[config.mk]
export PLATFORM = sky130hd
export DESIGN_NAME = sdrbrp_ctl
export DESIGN_NICKNAME = d
export VERILOG_FILES = /design/src/sdrbrp_pkg.sv /design/src/sdrbrp_sync.sv /design/src/sdrbrp_buf.sv /design/src/sdrbrp_ctl.sv
export SDC_FILE = /design/constraint.sdc
export NUM_CORES = 1
export LEC_CHECK = 0
export BUFFER_PORTS_ARGS = -buffer_cell sky130_fd_sc_hd__buf_2
export CORE_MARGIN = 2
export CORE_UTILIZATION = 55
export CTS_CLUSTER_SIZE = 24
export DETAILED_ROUTE_END_ITERATION = 7
export PLACE_DENSITY = 0.74
export SLEW_MARGIN = 20
export SYNTH_ARGS = -nofsm -noshare
export SYNTH_HDL_FRONTEND = slang
export SYNTH_SLANG_ARGS = --single-unit
[constraint.sdc]
create_clock -name clk -period 3.6 [get_ports clk]
set_clock_uncertainty 0.05 [all_clocks]
set_input_delay 0.36 -clock clk [delete_from_list [all_inputs] [get_ports clk]]
set_output_delay 0.36 -clock clk [all_outputs]
set_load 0.05 [all_outputs]
[src/sdrbrp_pkg.sv]
// ============================================================
// Shared constants for the bank, row and precharge controller
package sdrbrp_pkg;

  // ==========================================================
  // Array geometry
  localparam int BANK_GRP_W = 1;
  localparam int BANK_IDX_W = 2;
  localparam int BANK_W = BANK_GRP_W + BANK_IDX_W;
  localparam int BANKS = 8;
  localparam int ROW_W = 15;
  localparam int DQ_W = 16;

  // ==========================================================
  // Address bit positions sampled with commands
  localparam int AUTO_PRECHARGE_BIT = 10;
  localparam int BURST_CHOP_BIT = 12;

  // ==========================================================
  // Timing counts in link clock cycles
  localparam int READ_LATENCY_NCK = 11;
  localparam int WRITE_LATENCY_NCK = 9;
  localparam int PRECHARGE_PERIOD_NCK = 11;
  localparam int ACTIVE_TO_CLOSE_MIN_NCK = 28;
  localparam int CNT_W = 7;

  // ==========================================================
  // Burst lengths and postamble in link clock half periods
  localparam int EIGHT_BEAT_HALVES = 8;
  localparam int CHOP_FOUR_HALVES = 4;
  localparam int POSTAMBLE_HALVES = 1;

  // ==========================================================
  // Bit positions inside the synchronised pin bus
  localparam int PIN_CK = 0;
  localparam int PIN_CS_N = 1;
  localparam int PIN_ACT_N = 2;
  localparam int PIN_RAS_N = 3;
  localparam int PIN_CAS_N = 4;
  localparam int PIN_WE_N = 5;
  localparam int PIN_BG = 6;
  localparam int PIN_BA = 7;
  localparam int PIN_ADDR = PIN_BA + BANK_IDX_W;
  localparam int PIN_DQ = PIN_ADDR + ROW_W;
  localparam int PIN_W = PIN_DQ + DQ_W;

  typedef enum logic [2:0] {
    CMD_NONE,
    CMD_ACT,
    CMD_PRE,
    CMD_RD,
    CMD_WR
  } sdrbrp_cmd_type;

  typedef enum logic [2:0] {
    RD_IDLE,
    RD_WAIT,
    RD_PRE,
    RD_BURST,
    RD_POST
  } sdrbrp_rd_state_type;

  typedef enum logic [1:0] {
    WR_IDLE,
    WR_WAIT,
    WR_BURST
  } sdrbrp_wr_state_type;

endpackage

[src/sdrbrp_sync.sv]
`timescale 1ns/1ps
// ============================================================
// Three stage pin synchroniser, a bit changes once stages two and three agree
module sdrbrp_sync #(
  parameter int W = 8
) (
  input wire logic clk, // System clock
  input wire logic sys_rst, // Synchronous reset, active high
  input wire logic ce, // Clock enable
  input wire logic [W-1:0] pin_in, // Asynchronous pins
  output logic [W-1:0] pin_out // Filtered synchronous copy
);
  logic [W-1:0] s1_q;
  logic [W-1:0] s2_q;
  logic [W-1:0] s3_q;
  logic [W-1:0] out_q;

  always_ff @(posedge clk) begin
    if (sys_rst) begin
      s1_q <= '0;
      s2_q <= '0;
      s3_q <= '0;
      out_q <= '0;
    end else if (ce) begin
      s1_q <= pin_in;
      s2_q <= s1_q;
      s3_q <= s2_q;
      out_q <= (~(s2_q ^ s3_q) & s3_q) | ((s2_q ^ s3_q) & out_q);
    end
  end

  assign pin_out = out_q;
endmodule // sdrbrp_sync

[src/sdrbrp_buf.sv]
`timescale 1ns/1ps
// ============================================================
// Two entry buffer: an output register plus one spare slot
module sdrbrp_buf #(
  parameter int W = 16
) (
  input wire logic clk, // System clock
  input wire logic sys_rst, // Synchronous reset, active high
  input wire logic ce, // Clock enable
  input wire logic in_valid, // Word offered
  output logic in_ready, // Room for a word
  input wire logic [W-1:0] in_data, // Word in
  output logic out_valid, // Word available
  input wire logic out_ready, // Sink takes word
  output logic [W-1:0] out_data, // Word out
  output logic empty // Nothing held
);
  logic [W-1:0] out_q;
  logic [W-1:0] spare_q;
  logic out_v_q;
  logic spare_v_q;
  logic push;
  logic pop;

  assign in_ready = ~spare_v_q;
  assign push = in_valid & ~spare_v_q;
  assign pop = out_v_q & out_ready;

  always_ff @(posedge clk) begin
    if (sys_rst) begin
      out_q <= '0;
      spare_q <= '0;
      out_v_q <= 1'b0;
      spare_v_q <= 1'b0;
    end else if (ce) begin
      if (pop) begin
        if (spare_v_q) begin
          out_q <= spare_q;
          spare_v_q <= 1'b0;
        end else if (push) begin
          out_q <= in_data;
        end else begin
          out_v_q <= 1'b0;
        end
      end else if (push) begin
        if (!out_v_q) begin
          out_q <= in_data;
          out_v_q <= 1'b1;
        end else begin
          spare_q <= in_data;
          spare_v_q <= 1'b1;
        end
      end
    end
  end

  assign out_valid = out_v_q;
  assign out_data = out_q;
  assign empty = ~out_v_q;
endmodule // sdrbrp_buf

[src/sdrbrp_ctl.sv]
`timescale 1ns/1ps
// Operation
// - Read strobe ends with half-cycle postamble regardless of read preamble length.
// - Activate opens row chosen by group select, bank inputs and row address.
// - Row stays open until precharge to its bank or precharge-all.
// - Precharge closes one or all banks; reactivation waits the precharge period.
// - Precharge to idle or precharging bank accepted; period restarts from latest.
// - Auto-precharge bit high on read or write closes bank after burst.
// - Read auto-close is held until active-to-close minimum is met.
// - Write auto-close waits until the last write word reaches the array.
// - Eight-beat read releases data outputs at read latency plus four cycles.
// - Chopped read releases data outputs at read latency plus two cycles.
// - On-the-fly mode: chop bit low selects four beats, high selects eight.
module sdrbrp_ctl
  import sdrbrp_pkg::*;
#(
  parameter int RD_LAT = sdrbrp_pkg::READ_LATENCY_NCK,
  parameter int WR_LAT = sdrbrp_pkg::WRITE_LATENCY_NCK,
  parameter int PRE_NCK = sdrbrp_pkg::PRECHARGE_PERIOD_NCK,
  parameter int RAS_NCK = sdrbrp_pkg::ACTIVE_TO_CLOSE_MIN_NCK
) (
  input wire logic clk, // System clock, 10 MHz
  input wire logic sys_rst, // Synchronous reset, active high
  input wire logic ce, // Clock enable, freezes all state when low
  input wire logic link_ck, // Link clock from the controller
  input wire logic cs_n, // Chip select, active low
  input wire logic act_n, // Activate, active low
  input wire logic ras_n, // Command bit, active low
  input wire logic cas_n, // Command bit, active low
  input wire logic we_n, // Command bit, active low
  input wire logic bank_group_select, // Bank group
  input wire logic [sdrbrp_pkg::BANK_IDX_W-1:0] bank_index_inputs, // Bank in group
  input wire logic [sdrbrp_pkg::ROW_W-1:0] addr, // Row or column address
  input wire logic [sdrbrp_pkg::DQ_W-1:0] dq_in, // Data pins, input side
  output logic [sdrbrp_pkg::DQ_W-1:0] dq_out, // Data pins, output side
  output logic dq_oe_n, // Data pins drive enable, low drives
  output logic dqs_out, // Strobe, output side
  output logic dqs_oe_n, // Strobe drive enable, low drives
  input wire logic rd_preamble_two, // Two-cycle read preamble selected
  input wire logic burst_otf, // Burst length chosen per command
  input wire logic fixed_chop, // Fixed four-beat bursts when not on the fly
  input wire logic [sdrbrp_pkg::DQ_W-1:0] arr_rdata, // Array word for next read beat
  output logic arr_rbeat, // Pulse: array word consumed
  output logic [sdrbrp_pkg::DQ_W-1:0] arr_wdata, // Write word to array
  output logic arr_wvalid, // Write word valid
  input wire logic arr_wready, // Array accepts write word
  output logic [sdrbrp_pkg::BANKS-1:0] bank_open, // Row open per bank
  output logic [sdrbrp_pkg::BANKS-1:0] bank_precharging, // Precharge running per bank
  output logic cmd_err // Pulse: illegal command or lost word
);
  // ==========================================================
  // Helpers
  function automatic logic [CNT_W-1:0] halves_less_one(input int n);
    halves_less_one = CNT_W'(2 * n - 1);
  endfunction

  function automatic logic [CNT_W-1:0] nck_cnt(input int n);
    nck_cnt = CNT_W'(n);
  endfunction

  // ==========================================================
  // Pin synchronisation and link clock edges
  logic [PIN_W-1:0] pins_raw;
  logic [PIN_W-1:0] pins;
  logic ck_prev_q;
  logic ck_rise;
  logic ck_edge;

  assign pins_raw = {dq_in, addr, bank_index_inputs, bank_group_select,
                     we_n, cas_n, ras_n, act_n, cs_n, link_ck};

  sdrbrp_sync #(.W(PIN_W)) u_sync (
    .clk(clk),
    .sys_rst(sys_rst),
    .ce(ce),
    .pin_in(pins_raw),
    .pin_out(pins)
  );

  always_ff @(posedge clk) begin
    if (sys_rst) begin
      ck_prev_q <= 1'b0;
    end else if (ce) begin
      ck_prev_q <= pins[PIN_CK];
    end
  end

  assign ck_rise = pins[PIN_CK] & ~ck_prev_q;
  assign ck_edge = pins[PIN_CK] ^ ck_prev_q;

  // ==========================================================
  // Command decode on link clock rising edges
  sdrbrp_cmd_type cmd;
  logic [BANK_W-1:0] cmd_bank;
  logic [ROW_W-1:0] cmd_addr;
  logic cmd_auto;
  logic cmd_chop;

  assign cmd_bank = {pins[PIN_BG], pins[PIN_BA +: BANK_IDX_W]};
  assign cmd_addr = pins[PIN_ADDR +: ROW_W];
  assign cmd_auto = cmd_addr[AUTO_PRECHARGE_BIT];
  assign cmd_chop = burst_otf ? ~cmd_addr[BURST_CHOP_BIT] : fixed_chop;

  always_comb begin
    cmd = CMD_NONE;
    if (ck_rise && !pins[PIN_CS_N]) begin
      if (!pins[PIN_ACT_N]) begin
        cmd = CMD_ACT;
      end else begin
        case ({pins[PIN_RAS_N], pins[PIN_CAS_N], pins[PIN_WE_N]})
          3'h2: cmd = CMD_PRE;
          3'h5: cmd = CMD_RD;
          3'h4: cmd = CMD_WR;
          default: cmd = CMD_NONE;
        endcase
      end
    end
  end

  // ==========================================================
  // Read engine: wait, preamble, burst, postamble
  sdrbrp_rd_state_type rd_st_q;
  logic [CNT_W-1:0] rd_cnt_q;
  logic rd_chop_q;
  logic [DQ_W-1:0] dq_out_q;
  logic dq_oe_n_q;
  logic dqs_out_q;
  logic dqs_oe_n_q;
  logic rbeat_q;
  logic rd_start;

  assign rd_start = (cmd == CMD_RD) && (rd_st_q == RD_IDLE);

  always_ff @(posedge clk) begin
    if (sys_rst) begin
      rd_st_q <= RD_IDLE;
      rd_cnt_q <= '0;
      rd_chop_q <= 1'b0;
    end else if (ce) begin
      case (rd_st_q)
        RD_IDLE: begin
          if (rd_start) begin
            rd_chop_q <= cmd_chop;
            rd_st_q <= RD_WAIT;
            rd_cnt_q <= rd_preamble_two ? halves_less_one(RD_LAT - 2)
                                        : halves_less_one(RD_LAT - 1);
          end
        end
        RD_WAIT: begin
          if (ck_edge) begin
            if (rd_cnt_q == '0) begin
              rd_st_q <= RD_PRE;
              rd_cnt_q <= rd_preamble_two ? halves_less_one(2) : halves_less_one(1);
            end else begin
              rd_cnt_q <= rd_cnt_q - 1'b1;
            end
          end
        end
        RD_PRE: begin
          if (ck_edge) begin
            if (rd_cnt_q == '0) begin
              rd_st_q <= RD_BURST;
              rd_cnt_q <= rd_chop_q ? CNT_W'(CHOP_FOUR_HALVES - 1)
                                    : CNT_W'(EIGHT_BEAT_HALVES - 1);
            end else begin
              rd_cnt_q <= rd_cnt_q - 1'b1;
            end
          end
        end
        RD_BURST: begin
          if (ck_edge) begin
            if (rd_cnt_q == '0) begin
              rd_st_q <= RD_POST;
              rd_cnt_q <= CNT_W'(POSTAMBLE_HALVES - 1);
            end else begin
              rd_cnt_q <= rd_cnt_q - 1'b1;
            end
          end
        end
        RD_POST: begin
          if (ck_edge) begin
            if (rd_cnt_q == '0) begin
              rd_st_q <= RD_IDLE;
            end else begin
              rd_cnt_q <= rd_cnt_q - 1'b1;
            end
          end
        end
        default: rd_st_q <= RD_IDLE;
      endcase
    end
  end

  // Pin drive follows the state entered on each link edge
  always_ff @(posedge clk) begin
    if (sys_rst) begin
      dq_out_q <= '0;
      dq_oe_n_q <= 1'b1;
      dqs_out_q <= 1'b0;
      dqs_oe_n_q <= 1'b1;
      rbeat_q <= 1'b0;
    end else if (ce) begin
      rbeat_q <= 1'b0;
      if (ck_edge && rd_cnt_q == '0) begin
        case (rd_st_q)
          RD_WAIT: begin
            dqs_oe_n_q <= 1'b0;
            dqs_out_q <= 1'b0;
          end
          RD_PRE: begin
            dq_oe_n_q <= 1'b0;
            dq_out_q <= arr_rdata;
            dqs_out_q <= 1'b1;
            rbeat_q <= 1'b1;
          end
          RD_BURST: begin
            dq_oe_n_q <= 1'b1;
            dqs_out_q <= 1'b0;
          end
          RD_POST: begin
            dqs_oe_n_q <= 1'b1;
          end
          default: dqs_oe_n_q <= dqs_oe_n_q;
        endcase
      end else if (ck_edge && rd_st_q == RD_BURST) begin
        dq_out_q <= arr_rdata;
        dqs_out_q <= ~dqs_out_q;
        rbeat_q <= 1'b1;
      end
    end
  end

  // ==========================================================
  // Write engine: capture one word per link edge into the buffer
  sdrbrp_wr_state_type wr_st_q;
  logic [CNT_W-1:0] wr_cnt_q;
  logic wr_chop_q;
  logic cap_valid;
  logic buf_ready;
  logic buf_empty;

  assign cap_valid = ck_edge && ((wr_st_q == WR_BURST) ||
                     (wr_st_q == WR_WAIT && wr_cnt_q == '0));

  always_ff @(posedge clk) begin
    if (sys_rst) begin
      wr_st_q <= WR_IDLE;
      wr_cnt_q <= '0;
      wr_chop_q <= 1'b0;
    end else if (ce) begin
      case (wr_st_q)
        WR_IDLE: begin
          if (cmd == CMD_WR) begin
            wr_chop_q <= cmd_chop;
            wr_st_q <= WR_WAIT;
            wr_cnt_q <= halves_less_one(WR_LAT);
          end
        end
        WR_WAIT: begin
          if (ck_edge) begin
            if (wr_cnt_q == '0) begin
              wr_st_q <= WR_BURST;
              wr_cnt_q <= wr_chop_q ? CNT_W'(CHOP_FOUR_HALVES - 2)
                                    : CNT_W'(EIGHT_BEAT_HALVES - 2);
            end else begin
              wr_cnt_q <= wr_cnt_q - 1'b1;
            end
          end
        end
        WR_BURST: begin
          if (ck_edge) begin
            if (wr_cnt_q == '0) begin
              wr_st_q <= WR_IDLE;
            end else begin
              wr_cnt_q <= wr_cnt_q - 1'b1;
            end
          end
        end
        default: wr_st_q <= WR_IDLE;
      endcase
    end
  end

  sdrbrp_buf #(.W(DQ_W)) u_wbuf (
    .clk(clk),
    .sys_rst(sys_rst),
    .ce(ce),
    .in_valid(cap_valid),
    .in_ready(buf_ready),
    .in_data(pins[PIN_DQ +: DQ_W]),
    .out_valid(arr_wvalid),
    .out_ready(arr_wready),
    .out_data(arr_wdata),
    .empty(buf_empty)
  );

  // ==========================================================
  // Per-bank row state, active-to-close and precharge timers
  logic [BANKS-1:0] open_q;
  logic [ROW_W-1:0] row_q [BANKS];
  logic [CNT_W-1:0] ras_cnt_q [BANKS];
  logic [CNT_W-1:0] rp_cnt_q [BANKS];
  logic [BANKS-1:0] ap_wait_q;
  logic [BANKS-1:0] ap_wr_q;
  logic [BANKS-1:0] prechg_q;
  logic err_q;
  logic rd_done;
  logic wr_done;

  assign rd_done = (rd_st_q == RD_IDLE);
  assign wr_done = (wr_st_q == WR_IDLE) && buf_empty;

  always_ff @(posedge clk) begin
    if (sys_rst) begin
      open_q <= '0;
      ap_wait_q <= '0;
      ap_wr_q <= '0;
      prechg_q <= '0;
      for (int b = 0; b < BANKS; b++) begin
        row_q[b] <= '0;
        ras_cnt_q[b] <= '0;
        rp_cnt_q[b] <= '0;
      end
    end else if (ce) begin
      for (int b = 0; b < BANKS; b++) begin
        prechg_q[b] <= (rp_cnt_q[b] != '0);
        if (ck_rise && ras_cnt_q[b] != '0) begin
          ras_cnt_q[b] <= ras_cnt_q[b] - 1'b1;
        end
        if (ck_rise && rp_cnt_q[b] != '0) begin
          rp_cnt_q[b] <= rp_cnt_q[b] - 1'b1;
        end
        // Hidden precharge once data and active-to-close time allow it
        if (ap_wait_q[b] && ras_cnt_q[b] == '0 &&
            (ap_wr_q[b] ? wr_done : rd_done)) begin
          open_q[b] <= 1'b0;
          ap_wait_q[b] <= 1'b0;
          rp_cnt_q[b] <= nck_cnt(PRE_NCK);
        end
        if (cmd == CMD_PRE && (cmd_auto || cmd_bank == BANK_W'(b))) begin
          open_q[b] <= 1'b0;
          ap_wait_q[b] <= 1'b0;
          rp_cnt_q[b] <= nck_cnt(PRE_NCK);
        end
        if (cmd_bank == BANK_W'(b)) begin
          if (cmd == CMD_ACT && !open_q[b] && rp_cnt_q[b] == '0) begin
            open_q[b] <= 1'b1;
            row_q[b] <= cmd_addr;
            ras_cnt_q[b] <= nck_cnt(RAS_NCK);
          end
          if ((cmd == CMD_RD || cmd == CMD_WR) && open_q[b] && !ap_wait_q[b] &&
              cmd_auto) begin
            ap_wait_q[b] <= 1'b1;
            ap_wr_q[b] <= (cmd == CMD_WR);
          end
        end
      end
    end
  end

  // Commands that break the controller's obligations are flagged; refused activates and reads or writes that find their engine busy are dropped, others run
  always_ff @(posedge clk) begin
    if (sys_rst) begin
      err_q <= 1'b0;
    end else if (ce) begin
      err_q <= ((cmd == CMD_ACT) && (open_q[cmd_bank] ||
                rp_cnt_q[cmd_bank] != '0)) ||
               ((cmd == CMD_RD || cmd == CMD_WR) && (!open_q[cmd_bank] ||
                ap_wait_q[cmd_bank])) ||
               ((cmd == CMD_RD) && !rd_start) ||
               (cap_valid && !buf_ready);
    end
  end

  // ==========================================================
  // Outputs
  assign dq_out = dq_out_q;
  assign dq_oe_n = dq_oe_n_q;
  assign dqs_out = dqs_out_q;
  assign dqs_oe_n = dqs_oe_n_q;
  assign arr_rbeat = rbeat_q;
  assign bank_open = open_q;
  assign bank_precharging = prechg_q;
  assign cmd_err = err_q;
endmodule // sdrbrp_ctl

; Word level (Yosys, flattened, before mapping)
; Memory sizes are Yosys's and may differ from the RTL's. A register that Yosys moved wholly into a read port is not among the register bits.
; Index checks and enable logic that the tools add are counted.
[classes]
n_reduce_logical = 194
n_mux = 351
magnitude_cmp = 1
eq_ne = 41
n_addsub = 18
bitwise_logic = 55
[ops]
columns = op, n
row1 = $mux 7, 54
row2 = $mux 1, 257
row3 = $mux 16, 8
row4 = $logic_not 7->1, 18
row5 = $sub 7x1->7 const B, 18
row6 = $reduce_bool 7->1, 17
row7 = $logic_and 1x1->1, 91
row8 = $and 40x40->40, 2
row9 = $mux 3, 15
row10 = $reduce_and 3->1, 15
row11 = $not 40->40, 1
row12 = $or 1x1->1, 40
row13 = $or 40x40->40, 1
row14 = $xor 40x40->40, 1
row15 = $pmux 7 s5, 1
row16 = $ne 2x2->1 const B, 16
row17 = $eq 3x3->1 const B, 8
row18 = $eq 3x2->1 const B, 7
row19 = $pmux 7 s3, 1
row20 = $logic_not 1->1, 19
row21 = $logic_or 1x1->1, 15
row22 = $pmux 3 s5, 1
row23 = $mux 2, 7
row24 = $reduce_and 4->1, 3
row25 = 22 further kinds, 44
[totals]
regBits = 269
memories = 2
out_inout_bits = 54
word_cells = 694
input_bits = 63
ram_bits = 112
[memory_table]
columns = name, depth, width, rd, rd_ports_with_merged_regs, write_ports, line
row1 = ras_cnt_q, 8, 7, 8, 0, 8, sdrbrp_ctl.sv:301  ; logic [CNT_W-1:0] ras_cnt_q [BANKS];
row2 = rp_cnt_q, 8, 7, 9, 1, 8, sdrbrp_ctl.sv:302  ; logic [CNT_W-1:0] rp_cnt_q [BANKS];

; Longest topological paths before layout
; Gate-level depths: netlist of the first run.
[depth]
depth_word = 13
depth_mapped = 10
mapped_depth_nobuf = 8

; Cells and area by module
; A second synthesis of the first run with hierarchy kept.
[unflattened]
cells_unflattened = 1891
area_unflattened_um2 = 18441.4
[modules_own_cells]
columns = module, area_per_inst_um2, seq_area_each_um2, cells_each, n_inst
row1 = sdrbrp_ctl, 10188.5, 4864.7, 1062, 1
row2 = sdrbrp_sync, 6631.4, 3203.1, 644, 1
row3 = sdrbrp_buf, 1621.6, 680.7, 185, 1

; Worst setup path after synthesis of the first run
; Ideal clock, no wire load.
[synth_path]
path_kind = register to register
startpoint = memory ras_cnt_q[6][0], in the netlist ras_cnt_q[1][14]
endpoint = memory rp_cnt_q[6][0] (enable)
path_buffers = 0
setup_slack_ns = 1.027
t_arrival_ns = 2.142
period_less_slack_ns = 2.573
path_stages_with_launch = 9
setup_time_ns = 0.381
cell_sequence = edfxtp_1 > inv_1 > ha_1 > or3b_2 > nor4_1 > nand3_1 > a21oi_1 > nor2_1 > o21ai_0
[synth_lines]
columns = element, line
row1 = start: declaration, sdrbrp_ctl.sv:301
row2 = end: declaration, sdrbrp_ctl.sv:302

==> results of run 1 <==
## final cells by class
type / instances / area (µm²) / share of cell area
clock inverter: 11 / 143 / 0.00825
timing repair buffer: 118 / 637 / 0.0368
inverter: 61 / 229 / 0.0132
multi-input combinational: 1134 / 7020 / 0.406
sequential: 332 / 7770 / 0.449
clock buffer: 50 / 1010 / 0.0586
tap: 378 / 473 / 0.0274
## Yosys cell counts (10+ instances only)
cell,number
nor2_1,283
dfxtp_1,220
mux2i_1,131
edfxtp_1,112
nand2_1,109
o21ai_0,97
a21oi_1,81
inv_1,59
clkbuf_1,57
xnor2_1,39
nor3_1,37
xor2_1,31
ha_1,30
a211oi_1,28
nand2b_1,28
nand3_1,28
and2_1,19
nor4_1,19
o31ai_1,13
a21o_1,11
buf_2,10
nand4_1,10
or2_2,10
## metal layers
| layer | vias up | track usage | wire [µm] | part of all wire |
|---|---|---|---|---|
| li1 | 5817 | - | - | - |
| met1 | 5722 | 0.311 | 15400 | 0.46 |
| met2 | 327 | 0.377 | 15800 | 0.47 |
| met3 | 50 | 0.0409 | 1870 | 0.055 |
| met4 | 0 | 0.0612 | 621 | 0.018 |
| met5 | - | 0 | 0 | 0 |
## flip-flops by register name, indices dropped and copies added, names as in the netlist, 2 cells and up, named ones only
name	flops
rd_st_q	3
u_sync.s2_q	27
wr_cnt_q	7
u_wbuf.out_data	16
u_sync.s1_q	27
ap_wait_q	8
u_sync.pin_out	3
ras_cnt_q	56
rp_cnt_q	56
bank_precharging	8
u_sync.s3_q	27
rd_cnt_q	7
wr_st_q	2
ap_wr_q	8
dq_out	16
u_wbuf.spare_q	16
bank_open	8
## stage by stage
stage,cell area [µm²],power (W)
after global routing,17300,0.00837
final,17300,0.00810
after CTS,17300,0.00815
after floorplan,15300,0.00444
after detailed placement,16100,0.00457
after global placement,16100,0.00455
## power breakdown
part	internal (W)	leakage (nW)	switching, W
logic	0.000165	3.47	0.000271
clock network	0.00212	0.569	0.00149
registers	0.00398	2.94	0.0000776
## path summary, 6_finish.rpt
path                         end  slack, ps
setup / recovery  rp_cnt_q[7][0]        660
hold reg to reg        flip-flop        400
hold / removal        dq_out[13]         10
setup reg to reg  rp_cnt_q[7][0]        660
## logic make-up (layout without fill, tap and decap cells)
logic type	after synthesis	in the layout	share of synthesized area
simple gates	608	608	0.187
fa+ha+maj	32	32	0.0258
mux	135	135	0.0899
buf+inv	139	240	0.0365
compound gates	289	289	0.115
flops	332	332	0.506
xor+xnor	70	70	0.0400
## worst reg2reg max path, delay by kind of cell, from the launching register on
family / cells / cell delay [ps]
DFF: 1 / 410
AOI/OAI and AO/OA: 2 / 520
adders and majority gates: 1 / 180
buffers and inverters: 1 / 80
and+or+nand+nor: 4 / 1400
==> flow_metrics.tcl, run 1 <==
set metrics [dict create \
    cpPeakStageDelay_ps 640 \
    yosysSeqAreaShare 0.506 \
    drv_cap 0 \
    cts_tree "yes" \
    dpl_worst_slack_ps 668 \
    die_area_mm2 0.0292 \
    avgSynthCellArea_um2 9.56 \
    cts_setup_buffers 0 \
    syn_inst 1605 \
    yosysWarnings 0 \
    num_rows 61 \
    io-pin-count 117 \
    vdd_drop_max_mv 0.337 \
    rsz0062_at_grt "false" \
    yosysUniqueCellTypes 72 \
    synth-edff-count 112 \
    cp_data_arrival_time_ps 3100 \
    yosysTopAreaCellShare 0.287 \
    ctsHtreeMaxLevel 2 \
    grt_pass1_wl_um 54700 \
    gp_congestion 0.849 \
    finalSetupViolCount 0 \
    slowest_stage "nor4_1" \
    drc_errors 0 \
    yosys-top-cells-area "dfxtp_1, edfxtp_1, mux2i_1, nor2_1, o21ai_0" \
    cp_num_buf_inv 1 \
    finalCoreUtilization 0.626 \
    globalRouteOverflowTotal 0 \
    fin_cells 2084 \
    p_per_area_mw_per_mm2 468 \
    cts-root-buf "clkbuf_16" \
    hold_path_class "primary input to flip-flop" \
    clock_path_buffers 3 \
    fp.dieH_um 171 \
    synthArstFlopShare 0 \
    cp-end-kind "flip-flop" \
    antenna_found_initial 0 \
    drv_slew 0 \
    numCtsBuffers 36 \
    synth_top_flop_cell "dfxtp_1" \
    outcome "completed" \
    crit_start "ras_cnt_q[1][21]" \
    worst_pin_slew_ps 1060 \
    diodes 0 \
    cts.sinks 332 \
    syn2layout_area_growth_pct 12.7 \
    worst-path-stages 8 \
    clock_latency_ps 530 \
    final.fill_count 2344 \
    crit_required_ps 3760 \
    min-delay-start "arr_rdata[13]" \
    drtPass1Iterations 5 \
    cts_hold_buf 0 \
    synth_top_area_cell "dfxtp_1" \
    post_cts_resized 0 \
    synthesis.area_mm2 0.0153 \
    fin_tns_setup_ps 0 \
    wl_per_cell_um 16.2 \
    postRouteAntennaNets 0 \
    grt_max_degree 97 \
    synth-seq-cells 332 \
    min_period_ps 2940 \
    slew_headroom 0.286 \
    synth_nets 1698 \
    hpwl_um 22700 \
    initial_core_util 0.555 \
    wl_um 33700 \
    worstPathCellList "inv_1, ha_1, or3b_2, nor4_1, a32o_1, nand2_1, nand2_1, a31o_2" \
    final_hold_viol_count 0 \
    drive_above_1_share 0.121 \
    fin_nets 1776 \
    path_common_cell "nand2_1" \
    p_leak_nw 6.98 \
    rr_worst_depth 8 \
    holdWs_ps 13.7 \
    core_area_mm2 0.0276 \
    path_delay_family "simple AND/OR/NAND/NOR gates" \
    drt_iter0_markers 771 \
    period_share 0.817 \
    cts.reportedPaths.clkPinSlew_ps 60 \
    setup_slack_ps 660 \
    grt_usage 0.229 \
    io_buffers 103 \
    max_freq_mhz 340 \
    r2r_start "ras_cnt_q[1][21]" \
    critPathKind "flip-flop to flip-flop" \
    grt_pass1_vias 11300 \
    final_cell_mix "nor2_1, dfxtp_1, mux2i_1" \
    die_w_um 171 \
    worst-path-max-fanout 7 \
    hold-path-cell-count 3 \
    final_common_cell "nor2_1" \
    placed_cells 2023 \
    startpoint_type "flip-flop" \
    vias_per_cell 5.72 \
    vias 11900 \
]
(Power assumes the default switching activity.)
==> run 2, diff against run 1 <==
ABC_AREA = 1   (was default)
clock period = 2.9 ns   (was 3.6 ns; I/O delays follow)
==> run 2 against run 1 <==
- critical path depth shrank 1
- utilization is 2.2 points higher
- worst setup slack worse by 310 ps
- flip-flop and latch count unchanged
- non-clock buffer count rose by 37
- count of clock-buffer cells in the layout up 8
- sequential power is 29% higher
- worst hold slack improved by 31 ps
- global-route usage is 0.97 points higher
- area after synthesis up 2.0%
- total power rose by 43%
- critical path type unchanged
- highest routed layer is now met5
==> flow_metrics.tcl, run 2 <==
set metrics [dict create \
    outcome "completed" \
    io-pin-count 117 \
    finalSetupViolCount 0 \
    slew_headroom 0.362 \
    grt_max_degree 147 \
    p_total_w 0.0116 \
    cts.sinks 332 \
    core_area_mm2 0.0279 \
    antenna_found_initial 1 \
    worst-path-max-fanout 8 \
    p_leak_nw 7.66 \
    vias 13400 \
    postRouteAntennaNets 0 \
    drv_cap 0 \
    fp.dieH_um 173 \
    ctsHtreeMaxLevel 2 \
    post_cts_resized 0 \
    min-delay-start "arr_wready" \
    min_period_ps 2550 \
    synth_top_flop_cell "dfxtp_1" \
    numCtsBuffers 37 \
    crit_required_ps 3000 \
    synth_top_area_cell "dfxtp_1" \
    cp_data_arrival_time_ps 2650 \
    die_area_mm2 0.0298 \
    syn2layout_area_growth_pct 15.6 \
    clock_latency_ps 530 \
    wl_um 36300 \
    clock_path_buffers 3 \
    synth-edff-count 112 \
    drive_above_1_share 0.107 \
    top_regs "ras_cnt_q x56, rp_cnt_q x56" \
    worst_pin_slew_ps 947 \
    drt_iter0_markers 882 \
    hpwl_um 24000 \
    p_per_area_mw_per_mm2 641 \
    hold_path_class "primary input to flip-flop" \
    r2r_setup_slack_ps 350 \
    rr_worst_depth 7 \
    vias_per_cell 5.36 \
    critPathKind "flip-flop to flip-flop" \
    diodes 0 \
    yosysTopAreaCellShare 0.281 \
    fin_tns_setup_ps 0 \
    final_cell_mix "nand2_1, nor2_1, o21ai_0" \
    globalRouteOverflowTotal 0 \
    yosysSeqAreaShare 0.496 \
    ys_top_cells_by_count "nand2_1, nor2_1, o21ai_0" \
    rsz0062_at_grt "false" \
    avgSynthCellArea_um2 7.95 \
    io_buffers 103 \
    wl_per_cell_um 14.5 \
    hold-path-cell-count 4 \
    synthesis.area_mm2 0.0157 \
    cpPeakStageDelay_ps 370 \
    drc_errors 0 \
    die_w_um 173 \
    drtPass1Iterations 5 \
    final.fill_count 2368 \
    startpoint_type "flip-flop" \
    yosys-top-cells-area "dfxtp_1, edfxtp_1, nand2_1, nor2_1, o21ai_0" \
    grt_usage 0.238 \
    yosysUniqueCellTypes 56 \
    cts.reportedPaths.clkPinSlew_ps 60 \
    vdd_drop_max_mv 0.578 \
    gp_congestion 0.889 \
    final_hold_viol_count 0 \
    drv_slew 0 \
    grt_pass1_vias 12800 \
    cts-root-buf "clkbuf_16" \
    worstPathCellList "ha_1, nand3_4, nor2_4, o21ai_0, or2_2, nand3_2, o21bai_1" \
    cts_tree "yes" \
    initial_core_util 0.560 \
    cp-end-kind "flip-flop" \
    synthArstFlopShare 0 \
    yosysWarnings 0 \
    yosysMostFrequentCell "nand2_1" \
    grt_pass1_wl_um 60200 \
    num_rows 61 \
    period_share 0.880 \
    synth_nets 2061 \
    fin_nets 2186 \
    max_freq_mhz 392 \
    syn_inst 1968 \
    synth-seq-cells 332 \
    final_common_cell "nand2_1" \
    slowest_stage "dfxtp_1" \
]
==> run 2: final cells by class <==
type                            instances  area, µm²  area share
Multi-Input combinational cell       1365       6800       0.376
Clock buffer                           58       1160      0.0640
Tap cell                              378        473      0.0261
Clock inverter                          6       87.6     0.00484
Sequential cell                       332       7770       0.429
Inverter                              202        768      0.0425
Timing Repair Buffer                  155       1040      0.0575
==> run 2: path summary, 6_finish.rpt <==
kind,to
max,rp_cnt_q[7][3]
min reg2reg,u_wbuf.spare_q[2]
min,u_wbuf.out_valid
max reg2reg,rp_cnt_q[7][3]
==> run 2: per-layer routing <==
metal | up-vias | wire length [µm] | track usage
met5 | - | 13 | 0
met1 | 6180 | 15900 | 0.310
met2 | 367 | 17400 | 0.408
met3 | 72 | 1970 | 0.0378
met4 | 2 | 935 | 0.0794
li1 | 6746 | - | -
==> run 2: kinds of logic (layout without fill, tap and decap cells) <==
family,after synthesis,count (layout),share of synthesized area
compound gates,418,418,0.141
xor+xnor,57,57,0.0319
fa+ha+maj,30,30,0.0240
buf+inv,271,421,0.0695
flops,332,332,0.496
mux,13,13,0.00935
simple gates,847,847,0.228
==> run 2: repair_timing <==
item	CTS	global route
hold buffers	43	0
setup endpoints to repair	0	0
buffers inserted	0	0
hold endpoints to repair	43	0
==> run 2: per-stage QoR <==
stage                     hold slack [ps]  setup slack [ps]  instances  instance area (µm²)  utilization
after floorplan                       375               818       1968                15700            -
after global placement                396               461       2389                16400        0.588
after detailed placement              404               406       2389                16400        0.588
after CTS                            31.7               390       2496                18100        0.648
after global routing                 58.8               209       2496                18100        0.648
final                                44.8               347       2496                18100        0.648
==> run 2: critical path: cells and delay by family, from the launching register on <==
| family | cells | cell delay [ps] |
|---|---|---|
| compound gates | 2 | 510 |
| simple gates | 4 | 910 |
| flops | 1 | 370 |
| fa+ha+maj | 1 | 340 |
==> run 2: report_power, final <==
part / switching (W) / internal (W) / total (W)
combinational: 0.00111 / 0.000512 / 0.00162
clock: 0.00184 / 0.00291 / 0.00475
sequential: 0.000169 / 0.00505 / 0.00522
==> run 3, diff against run 2 <==
--- a/config.mk
+++ b/config.mk
@@ -12,5 +12,6 @@
 export CTS_CLUSTER_SIZE = 24
 export DETAILED_ROUTE_END_ITERATION = 7
-export PLACE_DENSITY = 0.74
+export PLACE_DENSITY = 0.77
+export RECOVER_POWER = 100
 export SLEW_MARGIN = 20
 export SYNTH_ARGS = -nofsm -noshare
==> constraint.sdc (replaced) <==
create_clock -name clk -period 2.2 [get_ports clk]
set_clock_uncertainty 0.05 [all_clocks]
set_input_delay 0.22 -clock clk [delete_from_list [all_inputs] [get_ports clk]]
set_output_delay 0.22 -clock clk [all_outputs]
set_load 0.1 [all_outputs]
==> run 3 against run 2 <==
- critical path depth fell by 1
- total power rose by 35%
- utilization grew 1.4 points
- critical endpoint is now ras_cnt_q[0][21]
- largest power group unchanged
==> flow_metrics.tcl, run 3 (synthesized netlist as in run 2, its figures left out) <==
set metrics [dict create \
    outcome "completed" \
    hold_path_class "primary input to flip-flop" \
    p_sw_w 0.00437 \
    p_comb_frac 0.158 \
    core_area_mm2 0.0279 \
    grt_pass1_vias 13300 \
    cp_data_arrival_time_ps 2240 \
    diodes 0 \
    finalSetupViolCount 0 \
    globalRouteOverflowTotal 0 \
    final_cell_mix "nand2_1, nor2_1, o21ai_0" \
    syn2layout_area_growth_pct 18.0 \
    fin_tns_setup_ps 0 \
    postRouteAntennaNets 0 \
    p_total_w 0.0156 \
    clock_path_buffers 3 \
    vias_per_cell 5.41 \
    initial_core_util 0.560 \
    crit_required_ps 2350 \
    numCtsBuffers 37 \
    p_per_area_mw_per_mm2 846 \
    vdd_drop_max_mv 0.807 \
    seq_area_mm2 0.00777 \
    top_usage_layer "met2" \
    top_regs "ras_cnt_q x56, rp_cnt_q x56" \
    startpoint_type "flip-flop" \
    worst_pin_slew_ps 1020 \
    fin_nets 2232 \
    holdWs_ps 101 \
    cts.sinks 332 \
    hpwl_um 24800 \
    p_seq_frac 0.440 \
    swShare 0.280 \
    wl_per_cell_um 14.5 \
    drc_errors 0 \
    drt_iter0_markers 940 \
    clock_latency_ps 530 \
    use_met3 0.0350 \
    io-pin-count 117 \
    grt_pass1_wl_um 61800 \
    critPathKind "flip-flop to flip-flop" \
    grt_usage 0.243 \
    wl_um 37000 \
    gp_congestion 0.939 \
    final_hold_viol_count 0 \
    p_int_w 0.0113 \
    max_freq_mhz 480 \
    drv_slew 0 \
    drive_above_1_share 0.125 \
    finalCoreUtilization 0.661 \
    cp-end-kind "flip-flop" \
    use_met2 0.422 \
    cts.reportedPaths.clkPinSlew_ps 60 \
    grt_max_degree 106 \
    antenna_found_initial 0 \
    num_rows 61 \
    final_common_cell "nand2_1" \
    die_area_mm2 0.0298 \
    met1_usage 0.311 \
    min_period_ps 2090 \
    final.fill_count 2324 \
    cts-root-buf "clkbuf_16" \
    slew_headroom 0.323 \
    io_buffers 103 \
    period_share 0.948 \
    multi_input_area_mm2 0.00684 \
    placed_area_mm2 0.0168 \
    die_w_um 173 \
    worst-path-max-fanout 7 \
    stdcell_area_mm2 0.0185 \
    p_leak_nw 7.81 \
    drv_cap 0 \
    ctsHtreeMaxLevel 2 \
    fp.dieH_um 173 \
    drtPass1Iterations 8 \
    pwr-share-clk 0.403 \
    vias 13800 \
    cts_tree "yes" \
]
==> run 3: cell count changes in the layout (fill, tap and decap cells not counted), moves of 6 or more <==
cell      previous run  this run
clkbuf_1             8        29
buf_4                8        32
buf_2              102        47
clkbuf_8            11         5
clkbuf_2             0        56
nor2_1             327       321
nor2_2               3         9
==> run 3: final timing paths <==
kind	from	to	slack, ps	cells after the start
worst max register to register	rp_cnt_q[3][2]	ras_cnt_q[0][21]	110	6
worst max-delay path	rp_cnt_q[3][2]	ras_cnt_q[0][21]	110	6
worst min register to register	u_sync.s3_q[28]	flip-flop	410	2
worst min-delay path	rd_preamble_two	rd_cnt_q[1]	100	6
==> run 3: what timing repair did <==
| item | 4_1_cts | 5_1_grt |
|---|---|---|
| hold buffers | 44 | 0 |
| gates resized for setup | 0 | 20 |
| endpoints found under the hold margin | 44 | 0 |
| setup endpoints to repair | 7 | 90 |
| pin swaps | 0 | 0 |
| setup buffers | 1 | 4 |
==> run 3: metal layers <==
layer	share of wire	up-vias
met5	0	-
met4	0.032	0
met3	0.055	90
met2	0.48	425
met1	0.43	6405
li1	-	6848
==> run 3: power by group through the flow <==
stage / Sequential, W / Clock, W / Combinational [W]
finish: 0.00688 / 0.00629 / 0.00246
global route: 0.00691 / 0.00663 / 0.00272
CTS: 0.00687 / 0.00638 / 0.00252
detailed placement: 0.00699 / 0 / 0.00244
global placement: 0.00698 / 0 / 0.00240
floorplan: 0.00732 / 0 / 0.00141
==> run 3: final cells by class <==
type                       count  area share
clock buffer                  56      0.0578
clock inverter                11     0.00996
inverter                     202      0.0415
multi-input combinational   1365       0.371
sequential                   332       0.421
tap                          378      0.0256
timing repair buffer         201      0.0740
==> run 3: critical path, cell delays in order (launching register included) <==
cell,delay (ps)
edfxtp_1,420
nor2_1,240
and2_0,200
nand3_1,110
nor3_1,320
nand3_1,140
nand2_1,270
==> run 3: through the flow <==
stage / instances / setup slack, ps
6_report: 2545 / 115
4_1_cts: 2541 / 16.4
5_1_grt: 2545 / -9.54
3_3_place_gp: 2429 / 66.8
2_1_floorplan: 1968 / 118
3_5_place_dp: 2429 / 36.0
